$ cat config.mk
export PLATFORM = sky130hd
export DESIGN_NAME = rotate_right_and_set_ones_exec
export DESIGN_NICKNAME = d
export VERILOG_FILES = /design/src/exec_pkg.sv /design/src/result_unit.sv /design/src/rotate_right_and_set_ones_exec.sv
export SDC_FILE = /design/constraint.sdc
export NUM_CORES = 1
export LEC_CHECK = 0
export ABC_CLOCK_PERIOD_IN_PS = 1600
export BUFFER_PORTS_ARGS = -buffer_cell sky130_fd_sc_hd__buf_2
export CORE_MARGIN = 2
export CORE_UTILIZATION = 47
export DETAILED_ROUTE_END_ITERATION = 8
export PLACE_DENSITY = 0.72
export SYNTH_ARGS = -nofsm -noshare
export SYNTH_HDL_FRONTEND = slang
export SYNTH_SLANG_ARGS = --single-unit
$ cat constraint.sdc
create_clock -name clock -period 1.6 [get_ports clock]
set_clock_uncertainty 0.15 [all_clocks]
set_input_delay 0.24 -clock clock [delete_from_list [all_inputs] [get_ports clock]]
set_output_delay 0.24 -clock clock [all_outputs]
set_load 0.02 [all_outputs]
$ cat src/exec_pkg.sv
package exec_pkg;

   // opcode fields, upper bits of the 16-bit instruction word
   localparam logic [5:0] ROT_OPC      = 6'h10;   // 0100 00
   localparam int         ROT_OPC_LSB  = 10;
   localparam logic [6:0] FILL_OPC     = 7'h34;   // 0110 100
   localparam int         FILL_OPC_LSB = 9;
   localparam int         DEST_BIT     = 9;
   localparam int         BANKSEL_BIT  = 8;
   localparam logic [7:0] FILL_VALUE   = 8'hFF;

   // access bank: low file addresses map to the first bank, high to the last
   localparam logic [7:0] ACCESS_SPLIT = 8'h80;

   // software register offsets
   localparam logic [1:0] ACC_OFS    = 2'h0;
   localparam logic [1:0] BANK_OFS   = 2'h1;
   localparam logic [1:0] STATUS_OFS = 2'h2;
   localparam logic [1:0] STATE_OFS  = 2'h3;

   // status field positions
   localparam int CARRY_POS  = 0;
   localparam int DCARRY_POS = 1;
   localparam int ZERO_POS   = 2;
   localparam int OVF_POS    = 3;
   localparam int NEG_POS    = 4;
   localparam int STATUS_W   = 5;

   // reset values
   localparam logic [7:0]          ACC_RESET    = 8'h00;
   localparam logic [7:0]          BANK_RESET   = 8'h00;
   localparam logic [STATUS_W-1:0] STATUS_RESET = 5'h00;

   // four phases of one instruction cycle
   typedef enum logic [1:0] {
      PH_DECODE  = 2'b00,
      PH_READ    = 2'b01,
      PH_PROCESS = 2'b10,
      PH_WRITE   = 2'b11
   } phase_type;

   typedef enum logic [1:0] {
      OP_NONE = 2'b00,
      OP_ROT  = 2'b01,
      OP_FILL = 2'b10
   } op_type;

endpackage

$ cat src/result_unit.sv
`timescale 1ns/1ps
module result_unit (
   // operation and operand
   input  wire logic               rot_sel,
   input  wire logic [7:0]         operand,
   // result and flags
   output logic      [7:0]         result,
   output logic                    neg,
   output logic                    zero
);

   // rotate never touches carry; fill ignores the operand
   always_comb begin
      if (rot_sel) begin
         result = {operand[0], operand[7:1]};
      end else begin
         result = exec_pkg::FILL_VALUE;
      end
      neg  = result[7];
      zero = (result == 8'h00);
   end

endmodule // result_unit

$ cat src/rotate_right_and_set_ones_exec.sv
`timescale 1ns/1ps
module rotate_right_and_set_ones_exec #(
   parameter int BANK_W = 4
) (
   // clock and reset
   input  wire logic                clock,
   input  wire logic                rstn,
   // instruction issue
   input  wire logic                instr_valid,
   input  wire logic [15:0]         instr_word,
   output logic                     phase_q1,
   // file register port
   output logic                     file_rd_en,
   output logic      [BANK_W+7:0]   file_addr,
   input  wire logic [7:0]          file_rd_data,
   output logic                     file_wr_en,
   output logic      [7:0]          file_wr_data,
   // software register port
   input  wire logic [1:0]          reg_addr,
   input  wire logic [7:0]          reg_wdata,
   input  wire logic                reg_wr,
   input  wire logic                reg_rd,
   output logic      [7:0]          reg_rdata
);

   generate
      if (BANK_W < 1 || BANK_W > 8) begin : g_bad_bank
         $error("BANK_W must lie between 1 and 8");
      end
   endgenerate

   exec_pkg::phase_type           phase_r;
   exec_pkg::op_type              op_r;
   logic                          dest_r;
   logic [7:0]                    operand_r;
   logic [7:0]                    result_r;
   logic                          neg_r;
   logic                          zero_r;
   logic [7:0]                    acc_r;
   logic [7:0]                    bank_r;
   logic [exec_pkg::STATUS_W-1:0] status_r;
   logic [7:0]                    alu_result;
   logic                          alu_neg;
   logic                          alu_zero;
   logic                          in_decode;
   logic                          in_write;

   assign in_decode = (phase_r == exec_pkg::PH_DECODE);
   assign in_write  = (phase_r == exec_pkg::PH_WRITE) &&
                      (op_r != exec_pkg::OP_NONE);
   assign phase_q1  = in_decode;

   // which instruction the word holds; anything else executes as a no-op
   function automatic exec_pkg::op_type decode_op(input logic [15:0] w);
      if (w[15:exec_pkg::ROT_OPC_LSB] == exec_pkg::ROT_OPC) begin
         decode_op = exec_pkg::OP_ROT;
      end else if (w[15:exec_pkg::FILL_OPC_LSB] == exec_pkg::FILL_OPC) begin
         decode_op = exec_pkg::OP_FILL;
      end else begin
         decode_op = exec_pkg::OP_NONE;
      end
   endfunction

   // full address: access bank splits at the midpoint, else bank pointer
   function automatic logic [BANK_W+7:0] bank_addr(
      input logic [15:0] w, input logic [7:0] bank);
      logic [BANK_W-1:0] b;
      b = bank[BANK_W-1:0];
      if (!w[exec_pkg::BANKSEL_BIT]) begin
         b = (w[7:0] < exec_pkg::ACCESS_SPLIT) ? '0 : '1;
      end
      bank_addr = {b, w[7:0]};
   endfunction

   ////////////////////////////////////////////////////////////////////////
   // phase sequencer: free-running, one instruction per four clocks

   always_ff @(posedge clock or negedge rstn) begin
      if (!rstn) begin
         phase_r <= exec_pkg::PH_DECODE;
      end else begin
         case (phase_r)
            exec_pkg::PH_DECODE:  phase_r <= exec_pkg::PH_READ;
            exec_pkg::PH_READ:    phase_r <= exec_pkg::PH_PROCESS;
            exec_pkg::PH_PROCESS: phase_r <= exec_pkg::PH_WRITE;
            default:              phase_r <= exec_pkg::PH_DECODE;
         endcase
      end
   end

   ////////////////////////////////////////////////////////////////////////
   // decode phase: latch operation, destination and address

   always_ff @(posedge clock or negedge rstn) begin
      if (!rstn) begin
         op_r      <= exec_pkg::OP_NONE;
         dest_r    <= 1'b0;
         file_addr <= '0;
      end else if (in_decode) begin
         op_r <= instr_valid ? decode_op(instr_word) : exec_pkg::OP_NONE;
         // fill has no destination bit and always targets the register
         dest_r <= (decode_op(instr_word) == exec_pkg::OP_FILL) ?
                   1'b1 : instr_word[exec_pkg::DEST_BIT];
         file_addr <= bank_addr(instr_word, bank_r);
      end
   end

   // read phase: the register file answers combinationally
   assign file_rd_en = (phase_r == exec_pkg::PH_READ) &&
                       (op_r != exec_pkg::OP_NONE);

   always_ff @(posedge clock or negedge rstn) begin
      if (!rstn) begin
         operand_r <= 8'h00;
      end else if (file_rd_en) begin
         operand_r <= file_rd_data;
      end
   end

   ////////////////////////////////////////////////////////////////////////
   // process phase

   result_unit u_result (
      .rot_sel (op_r == exec_pkg::OP_ROT),
      .operand (operand_r),
      .result  (alu_result),
      .neg     (alu_neg),
      .zero    (alu_zero)
   );

   always_ff @(posedge clock or negedge rstn) begin
      if (!rstn) begin
         result_r <= 8'h00;
         neg_r    <= 1'b0;
         zero_r   <= 1'b0;
      end else if (phase_r == exec_pkg::PH_PROCESS) begin
         result_r <= alu_result;
         neg_r    <= alu_neg;
         zero_r   <= alu_zero;
      end
   end

   ////////////////////////////////////////////////////////////////////////
   // write phase: file register or accumulator

   assign file_wr_en   = in_write && dest_r;
   assign file_wr_data = result_r;

   // core update beats a software write landing in the same cycle
   always_ff @(posedge clock or negedge rstn) begin
      if (!rstn) begin
         acc_r <= exec_pkg::ACC_RESET;
      end else if (in_write && op_r == exec_pkg::OP_ROT && !dest_r) begin
         acc_r <= result_r;
      end else if (reg_wr && reg_addr == exec_pkg::ACC_OFS) begin
         acc_r <= reg_wdata;
      end
   end

   always_ff @(posedge clock or negedge rstn) begin
      if (!rstn) begin
         bank_r <= exec_pkg::BANK_RESET;
      end else if (reg_wr && reg_addr == exec_pkg::BANK_OFS) begin
         bank_r <= reg_wdata;
      end
   end

   // only N and Z move on a rotate; fill leaves the whole status alone
   always_ff @(posedge clock or negedge rstn) begin
      if (!rstn) begin
         status_r <= exec_pkg::STATUS_RESET;
      end else if (in_write && op_r == exec_pkg::OP_ROT) begin
         status_r[exec_pkg::NEG_POS]  <= neg_r;
         status_r[exec_pkg::ZERO_POS] <= zero_r;
      end else if (reg_wr && reg_addr == exec_pkg::STATUS_OFS) begin
         status_r <= reg_wdata[exec_pkg::STATUS_W-1:0];
      end
   end

   ////////////////////////////////////////////////////////////////////////
   // software read: data stand for exactly one cycle after the strobe

   always_ff @(posedge clock or negedge rstn) begin
      if (!rstn) begin
         reg_rdata <= 8'h00;
      end else if (!reg_rd) begin
         reg_rdata <= 8'h00;
      end else if (reg_addr == exec_pkg::ACC_OFS) begin
         reg_rdata <= acc_r;
      end else if (reg_addr == exec_pkg::BANK_OFS) begin
         reg_rdata <= bank_r;
      end else if (reg_addr == exec_pkg::STATUS_OFS) begin
         reg_rdata <= {3'h0, status_r};
      end else begin
         reg_rdata <= {4'h0, op_r, phase_r};
      end
   end

   ////////////////////////////////////////////////////////////////////////
   // checks

   logic sw_status_wr;
   assign sw_status_wr = reg_wr && reg_addr == exec_pkg::STATUS_OFS;

   chk_phase_order: assert property (
      @(posedge clock) disable iff (!rstn)
      in_decode |=> phase_r == exec_pkg::PH_READ ##1
         phase_r == exec_pkg::PH_PROCESS ##1 phase_r == exec_pkg::PH_WRITE
         ##1 in_decode)
      else $error("phase sequence broken");

   chk_rot_decode: assert property (
      @(posedge clock) disable iff (!rstn)
      in_decode && instr_valid && instr_word[15:10] == 6'h10
      |=> op_r == exec_pkg::OP_ROT && dest_r == $past(instr_word[9]))
      else $error("rotate not decoded");

   chk_fill_decode: assert property (
      @(posedge clock) disable iff (!rstn)
      in_decode && instr_valid && instr_word[15:9] == 7'h34
      |=> op_r == exec_pkg::OP_FILL && dest_r)
      else $error("fill not decoded");

   chk_rot_value: assert property (
      @(posedge clock) disable iff (!rstn)
      file_rd_en && op_r == exec_pkg::OP_ROT
      |=> ##1 in_write && result_r ==
         {$past(file_rd_data[0], 2), $past(file_rd_data[7:1], 2)})
      else $error("rotate result wrong");

   chk_fill_write: assert property (
      @(posedge clock) disable iff (!rstn)
      in_write && op_r == exec_pkg::OP_FILL
      |-> file_wr_en && file_wr_data == 8'hFF
         ##1 (status_r == $past(status_r) || $past(sw_status_wr)))
      else $error("fill wrong or flags moved");

   chk_acc_dest: assert property (
      @(posedge clock) disable iff (!rstn)
      in_write && op_r == exec_pkg::OP_ROT && !dest_r
      |-> !file_wr_en ##1 acc_r == $past(result_r))
      else $error("accumulator not written");

   chk_file_dest: assert property (
      @(posedge clock) disable iff (!rstn)
      in_write && op_r == exec_pkg::OP_ROT && dest_r
      |-> file_wr_en && file_wr_data == result_r)
      else $error("file register not written");

   chk_rot_flags: assert property (
      @(posedge clock) disable iff (!rstn)
      in_write && op_r == exec_pkg::OP_ROT
      |=> status_r[4] == $past(result_r[7])
         && status_r[2] == ($past(result_r) == 8'h00)
         && status_r[1:0] == $past(status_r[1:0])
         && status_r[3] == $past(status_r[3]))
      else $error("rotate flags wrong");

   chk_bank_select: assert property (
      @(posedge clock) disable iff (!rstn)
      in_decode |=> file_addr[7:0] == $past(instr_word[7:0]) &&
         file_addr[BANK_W+7:8] == ($past(instr_word[8]) ?
            $past(bank_r[BANK_W-1:0]) :
            ($past(instr_word[7]) ? {BANK_W{1'b1}} : {BANK_W{1'b0}})))
      else $error("bank selection wrong");

   chk_read_phase: assert property (
      @(posedge clock) disable iff (!rstn)
      file_rd_en |-> ##2 (file_wr_en || in_write))
      else $error("read not followed by write phase");

   chk_noop_quiet: assert property (
      @(posedge clock) disable iff (!rstn)
      in_decode && !(instr_valid && instr_word[15:10] == exec_pkg::ROT_OPC)
         && !(instr_valid && instr_word[15:9] == exec_pkg::FILL_OPC)
      |=> !file_rd_en ##2 !file_wr_en
         ##1 (acc_r == $past(acc_r) || $past(reg_wr)))
      else $error("refused word had an effect");

   chk_acc_hold: assert property (
      @(posedge clock) disable iff (!rstn)
      !(in_write && op_r == exec_pkg::OP_ROT && !dest_r)
         && !(reg_wr && reg_addr == exec_pkg::ACC_OFS)
      |=> acc_r == $past(acc_r))
      else $error("accumulator changed unasked");

   chk_status_hold: assert property (
      @(posedge clock) disable iff (!rstn)
      !(in_write && op_r == exec_pkg::OP_ROT) && !sw_status_wr
      |=> status_r == $past(status_r))
      else $error("status changed unasked");

endmodule // rotate_right_and_set_ones_exec

Yosys cells after proc, flatten, opt, wreduce, memory -nomap -nowiden
Cells that the tools add are included.

Flip-flop bits (word level): 64. Bits of input ports: 39. Output and inout bits: 31. Word-level logic and storage cells: 58.

$lt $le $gt $ge: 1. Eq/ne operators: 9. Mux-type cells: 18. Bitwise gates (word level): 1. Reductions and logical operators: 16.

Operators with widths (count): two-way mux 8 bit (6); two-way mux 5 bit (2); == test 2 bit (second input constant) (4); logical AND 1 bit (8); zero test 8 bit (1); < comparator 8 bit (second input constant) (1); two-way mux 2 bit (4); two-way mux 4 bit (2); == test 7 x 6 -> 1 bit (second input constant) (1); == test 2 x 1 -> 1 bit (second input constant) (3); == test 6 x 5 -> 1 bit (second input constant) (1); case mux 2 bit (3 select lines) (1); nonzero test 2 bit (3); zero test 2 bit (2); two-way mux 1 bit (3); AND reduction 2 bit (1); zero test 1 bit (1); inverter 1 bit (1).

Logic depth before layout (Yosys ltp)
Gate-level depths: netlist of run 1.

Depth after elaboration: 6. Depth in mapped cells: 6. Mapped depth without buffers: 4.

Hierarchy
A second synthesis of run 1 with hierarchy kept.

Cell total of the unflattened synthesis: 221. Area total of the unflattened synthesis: 2834.0 um2.

Modules (own cells, without submodules): rotate_right_and_set_ones_exec (times used 1, cells each 209, area an instance 2748.9 um2, sequential area each 1601.5 um2); result_unit (times used 1, cells each 12, area an instance 85.1 um2, sequential area each 0.0 um2).

Worst setup path after synthesis of run 1
Ideal clock, no wire load.

Kind: register -> register. Start: reg phase_r[0]. End: reg file_addr[3]. Library setup time: 0.125 ns. Arrival: 1.408 ns. Data required time: 1.325 ns. Path slack: -0.083 ns. Cell stages (with the launch flop): 5. Buffers on the path: 1. Clock period less this slack: 1.683 ns. Cell sequence: dfrtp_1 > inv_1 > ha_1 > buf_2 > mux2_2.

Word-level cells in the longest chain between the ends: 1.

Ends and longest elaborated chain: from (decl) (RTL line rotate_right_and_set_ones_exec.sv:32) `exec_pkg::phase_type phase_r;`; from (signal assigned) (RTL line rotate_right_and_set_ones_exec.sv:80) `phase_r <= exec_pkg::PH_DECODE;`; from (signal assigned) (RTL line rotate_right_and_set_ones_exec.sv:83) `exec_pkg::PH_DECODE: phase_r <= exec_pkg::PH_READ;`; from (signal assigned) (RTL line rotate_right_and_set_ones_exec.sv:84) `exec_pkg::PH_READ: phase_r <= exec_pkg::PH_PROCESS;`; zero test 2 bit (RTL line rotate_right_and_set_ones_exec.sv:48) `assign in_decode = (phase_r == exec_pkg::PH_DECODE);`; via phase_q1 (RTL line rotate_right_and_set_ones_exec.sv:11) `output logic phase_q1,`; to (signal assigned) (RTL line rotate_right_and_set_ones_exec.sv:104) `file_addr <= bank_addr(instr_word, bank_r);`; to (decl) (RTL line rotate_right_and_set_ones_exec.sv:14) `output logic [BANK_W+7:0] file_addr,`.

The timed path passes the listed nets, and every way through them passes these cells. A chain may end at the register's enable or synchronous reset.

Final worst setup path of run 1
Start: reg phase_r[0]. End: out phase_q1.

Word-level cells in the longest chain between the ends: 1.

Ends and longest elaborated chain (RTL line): zero test 2 bit (rotate_right_and_set_ones_exec.sv:48); to (decl) (rotate_right_and_set_ones_exec.sv:11).

No other way between the ends.

==> reports/metrics.cfg, run 1 <==
[synthesis]
ys_types=35
yosysMostFrequentCell=dfrtp_1
synth_top_area_share_pct=58.3
ys.flop_type=dfrtp_1
yosysTopAreaCell=dfrtp_1
ys_warn_count=0
synthTopCellsByCount=dfrtp_1 (63), mux2_2 (27), nor2_1 (21)
syn_avg_cell_area_um2=12.6
ys_seq_area_share_pct=58.3
syn_inst=214
synth-edff-count=0
async_reset_ff_share_pct=100
synth_nets=257
ys_seq_elements=63
synthTopCellsByArea=dfrtp_1 (58%), mux2_2 (11%), nor2_1 (2.9%)
syn_area_um2=2700

[outcome]
violations=setup timing
status=finished, violations left

[global_route]
antenna_found_initial=0
gr-usage-all-layers_pct=20.3
grt_max_degree=31
grt_pass1_vias=2089
gr-total-overflow=0
grt_pass1_wl_mm=9.74

[critical_path]
r2r_end=zero_r
path_buf_inv=3
worst_setup_path_end_kind=primary output
critPathRequiredTime_ns=1.21
slowest_stage=dfrtp_2
critPathLaunchType=flip-flop
path_max_fanout=4
max_stage_delay_ns=0.44
path_cells=inv_2, ha_4, buf_12, buf_8
critPathArrivalTime_ns=1.26
reg2reg_from=phase_r[0]
crit_type=flip-flop to primary output
ff2ff_setup_slack_ns=0.02
crit_family=flip-flops
ff2ff_path_depth=4

[sta]
timing.final.crit_share_pct=103
fmax_mhz=605
setup_violations=3
slew_viol_final=0
finalHoldViolations=0
tightest_slew_ns=0.422
slew_headroom_pct=71.4
grt_setup_unrepaired=yes
fin_crit_ns=1.65
whs_ns=0.0111
setup_ws_ns=-0.0528

[clock_network]
cts_max_level=3
cts_inserted_buffers=9
path_clk_slew_ns=0.07
cts-root-buf=clkbuf_8
cts.sinks=63
cts_buffer_depth=2
clock_latency_ns=0.34
tritoncts=yes

[floorplan]
dieArea_um2=6380
design.core.area_um2=5540
die_y_um=79.8
rows=27
ios=70
die_w_um=79.8
start_util_pct=48.8

[place]
numPortBuffers=69
hpwl_mm=3.98
dp_cells=357
place.gp.congestion=0.797

[routing]
wl_per_cell_um=15.3
ant_nets=0
drt_iter0_markers=213
drc=0
via_per_inst=5.14
first_pass_iters=4
dr_total_vias=2040
drt-total-wl_mm=6.07

[finish]
antenna_cells=0
area_growth_pct=38.4
fin_util_pct=67.5
num-nets-final=363
drive_gt1_share_pct=44.3
fin_cells=397

[min_path]
hp-start=reg_wdata[5]
hp-class=input port to flip-flop
hold_depth=2
min_to=bank_r[5]

[power_and_ir_drop]
ir_worst_vdd_mv=0.660
power.density_nw_per_um2=1020
leakage_uw=0.00170

[flow_run]
cap_violations=0

## cell type report
| type | count | area (µm²) |
|---|---|---|
| inverters | 6 | 25.0 |
| flip-flops and latches | 63 | 1580 |
| repair buffers | 104 | 739 |
| clock buffers | 12 | 135 |
| fillers | 434 | 1800 |
| multi-input cells | 136 | 1100 |
| clock inverters | 4 | 70.1 |
| well taps | 72 | 90.1 |
## flip-flops by register name (all words and copies together), names as in the netlist, 2 cells and up
signal / cells
file_addr: 12
status_r: 5
file_wr_data: 8
operand_r: 8
bank_r: 8
phase_r: 2
reg_rdata: 8
acc_r: 8
op_r: 2
## worst max-delay path by stage
stage	start	endpoint	slack [ns]	cells after the start
6_report	phase_r[0]	phase_q1	-0.05	4
5_1_grt	phase_r[0]	file_wr_en	-0.10	4
4_1_cts	phase_r[1]	phase_q1	-0.08	4
3_5_place_dp	phase_r[0]	status_r[3]	0.02	4
3_3_place_gp	phase_r[0]	status_r[1]	0.08	4
2_1_floorplan	phase_r[0]	file_addr[3]	0.02	4
## per-stage QoR
step / power, µW / instance area (µm²) / TNS [ns] / setup WS [ns]
3_5_place_dp: 2340 / 3210 / 0 / 0.0235
4_1_cts: 3840 / 3710 / -0.271 / -0.0819
2_1_floorplan: 2140 / 2710 / 0 / 0.0161
5_1_grt: 3980 / 3740 / -0.354 / -0.102
3_3_place_gp: 2320 / 3210 / 0 / 0.0792
6_report: 3830 / 3740 / -0.125 / -0.0528
## worst register-to-register path, cell delays in order (launching register included)
cell	delay, ns
dfrtp_2	0.46
inv_2	0.10
ha_1	0.17
nand3_1	0.26
o32ai_1	0.34
## layout by cell type (no fill, tap or decap), types with 8 or more instances in the layout
| cell | count |
|---|---|
| o22a_1 | 8 |
| dfrtp_1 | 61 |
| buf_2 | 66 |
| buf_4 | 10 |
| clkbuf_8 | 9 |
| a31oi_1 | 9 |
| dlygate4sd3_1 | 19 |
| nor2_1 | 20 |
| nand2_1 | 19 |
| mux2_2 | 26 |
| a21oi_1 | 11 |
## cells by family after synthesis
kind of cell	count (synthesis)	synth area share (%)
and+or+nand+nor	61	11.5
AOI/OAI and AO/OA	34	8.19
muxes	37	16.9
adders and majority gates	4	1.85
DFF	63	58.3
buffers and inverters	15	3.19
## per-layer routing
| layer | part of all wire, % | track usage [%] | up-vias |
|---|---|---|---|
| met5 | 0 | 0 | - |
| met4 | 3.0 | 11.2 | 0 |
| met3 | 4.9 | 3.51 | 16 |
| met2 | 50 | 32.8 | 64 |
| met1 | 42 | 26.0 | 991 |
| li1 | - | - | 969 |
## report_power, final
| group | switching [µW] | leakage [µW] | internal [µW] |
|---|---|---|---|
| combinational | 233 | 0.000856 | 271 |
| sequential | 93.5 | 0.000739 | 1750 |
| clock | 600 | 0.000104 | 874 |
| total | 927 | 0.00170 | 2900 |
## timing repair
item,4_1_cts,5_1_grt
gates cloned,0,0
endpoints found under the hold margin,51,0
pin swaps,2,1
hold buffers,19,0
resized for setup,16,11
buffers inserted,5,0
setup endpoints to repair,3,26
(Power assumes the default switching activity.)
==> run 2, diff against run 1 <==
- CAP_MARGIN: default -> 40
- SKIP_LAST_GASP: default -> 1
==> run 2 against run 1 <==
The flow still finishes with violations (setup timing). Die area did not move. Setup slack improved by 0.0053 ns. First-iteration DRC count fell by 13%. Non-clock buffer count unchanged. Final cell count did not move. Critical path type unchanged. Largest cell class unchanged.
==> reports/metrics.cfg, run 2 (synthesis results as in run 1) <==
[outcome]
status=finished, violations left
violations=setup timing

[routing]
via_per_inst=5.17
drt_iter0_markers=186
first_pass_iters=4
drt-total-wl_mm=6.11
wl_per_cell_um=15.4
ant_nets=0
dr_total_vias=2053
drc=0

[sta]
grt_setup_unrepaired=yes
timing.final.crit_share_pct=103
fmax_mhz=607
fin_crit_ns=1.65
slew_headroom_pct=71.4
finalHoldViolations=0
setup_ws_ns=-0.0475
tightest_slew_ns=0.422
setup_violations=3
whs_ns=0.0170
slew_viol_final=0

[finish]
num-nets-final=363
final_cell_mix=buf_2 (66), dfrtp_1 (61), mux2_2 (27), nor2_1 (20)
final_common_cell=buf_2
drive_gt1_share_pct=44.3
area_growth_pct=38.0
top_register=file_addr
antenna_cells=0
fillCellCount=437
largest_register_ffs=12
fin_util_pct=67.3
fin_area_um2=3730

[critical_path]
ff2ff_path_depth=4
reg2reg_from=phase_r[0]
worst_setup_path_end_kind=primary output
path_max_fanout=4
critPathRequiredTime_ns=1.21
ff2ff_setup_slack_ns=0.02
critPathArrivalTime_ns=1.26
critPathLaunchType=flip-flop
r2r_end=zero_r
crit_type=flip-flop to primary output

[clock_network]
cts_inserted_buffers=9
clock_latency_ns=0.34
cts_buffer_depth=2
path_clk_slew_ns=0.07
cts_max_level=3
cts.sinks=63
tritoncts=yes
cts-root-buf=clkbuf_8

[flow_run]
cap_violations=0

[global_route]
antenna_found_initial=0
use_met3_pct=3.51
gr-usage-all-layers_pct=20.3
use_met1_pct=25.9
grt_pass1_wl_mm=9.73
grt_max_degree=31
top_usage_layer=met2
grt_pass1_vias=2091
gr-total-overflow=0
grtUsageMet2_pct=32.8

[floorplan]
die_w_um=79.8
ios=70
start_util_pct=48.8
die_y_um=79.8
design.core.area_um2=5540
dieArea_um2=6380
rows=27

[min_path]
hp-class=input port to flip-flop
hold_depth=2
min_to=bank_r[5]
hp-start=reg_wdata[5]

[place]
place.gp.congestion=0.797
numPortBuffers=69
dpl_cell_area_um2=3210
hpwl_mm=3.98

[power_and_ir_drop]
ir_worst_vdd_mv=0.663
power.density_nw_per_um2=1030
leakage_uw=0.00169

[run 2: cell counts in the layout (fill, tap and decap cells not counted)]
Identical to the previous run, type by type.
[run 2: cell type report]
cell class / count / area, µm² / area share, %
Clock inverter: 4 / 70.1 / 1.88
Multi-Input combinational cell: 136 / 1100 / 29.5
Timing Repair Buffer: 104 / 732 / 19.6
Inverter: 6 / 25.0 / 0.671
Clock buffer: 12 / 135 / 3.62
Sequential cell: 63 / 1580 / 42.3
Tap cell: 72 / 90.1 / 2.41
[run 2: layer usage]
layer / wire [µm] / vias to the layer above
met3: 248 / 18
met1: 2650 / 1007
met4: 188 / 0
met5: 0 / -
met2: 3020 / 60
li1: - / 968
[run 2: through the flow]
| stage | power, µW | TNS [ns] | setup slack (ns) | cells |
|---|---|---|---|---|
| detailed placement | 2340 | 0 | 0.0235 | 357 |
| floorplan | 2140 | 0 | 0.0161 | 214 |
| global route | 3970 | -0.321 | -0.0962 | 397 |
| CTS | 3840 | -0.271 | -0.0819 | 397 |
| finish | 3830 | -0.112 | -0.0475 | 397 |
| global placement | 2320 | 0 | 0.0792 | 357 |
[run 2: worst max path at each step]
stage          cells past startpoint            to  slack [ns]       start
5_1_grt                            4    file_wr_en        -0.1  phase_r[0]
4_1_cts                            4      phase_q1       -0.08  phase_r[1]
2_1_floorplan                      4  file_addr[3]        0.02  phase_r[0]
3_3_place_gp                       4   status_r[1]        0.08  phase_r[0]
3_5_place_dp                       4   status_r[3]        0.02  phase_r[0]
6_report                           4      phase_q1       -0.05  phase_r[0]
[run 2: worst max-delay path: stages, from the launching register on]
cell and delay, ns:
dfrtp_2 0.44, inv_2 0.07, ha_4 0.17, buf_12 0.12, buf_8 0.12
[run 2: report_power, final]
part           total (µW)  leakage [µW]  switching [µW]  internal [µW]
sequential           1850      0.000739            92.1           1750
combinational         502      0.000850             234            268
clock                1480      0.000104             603            874
total                3830       0.00169             929           2900
[run 2: repair_timing]
item                                    CTS  global route
endpoints found under the setup margin    3            26
buffers inserted                          5             0
hold endpoints to repair                 51             0
resized for setup                        16             8
hold buffers                             19             0
pin swaps                                 2             1
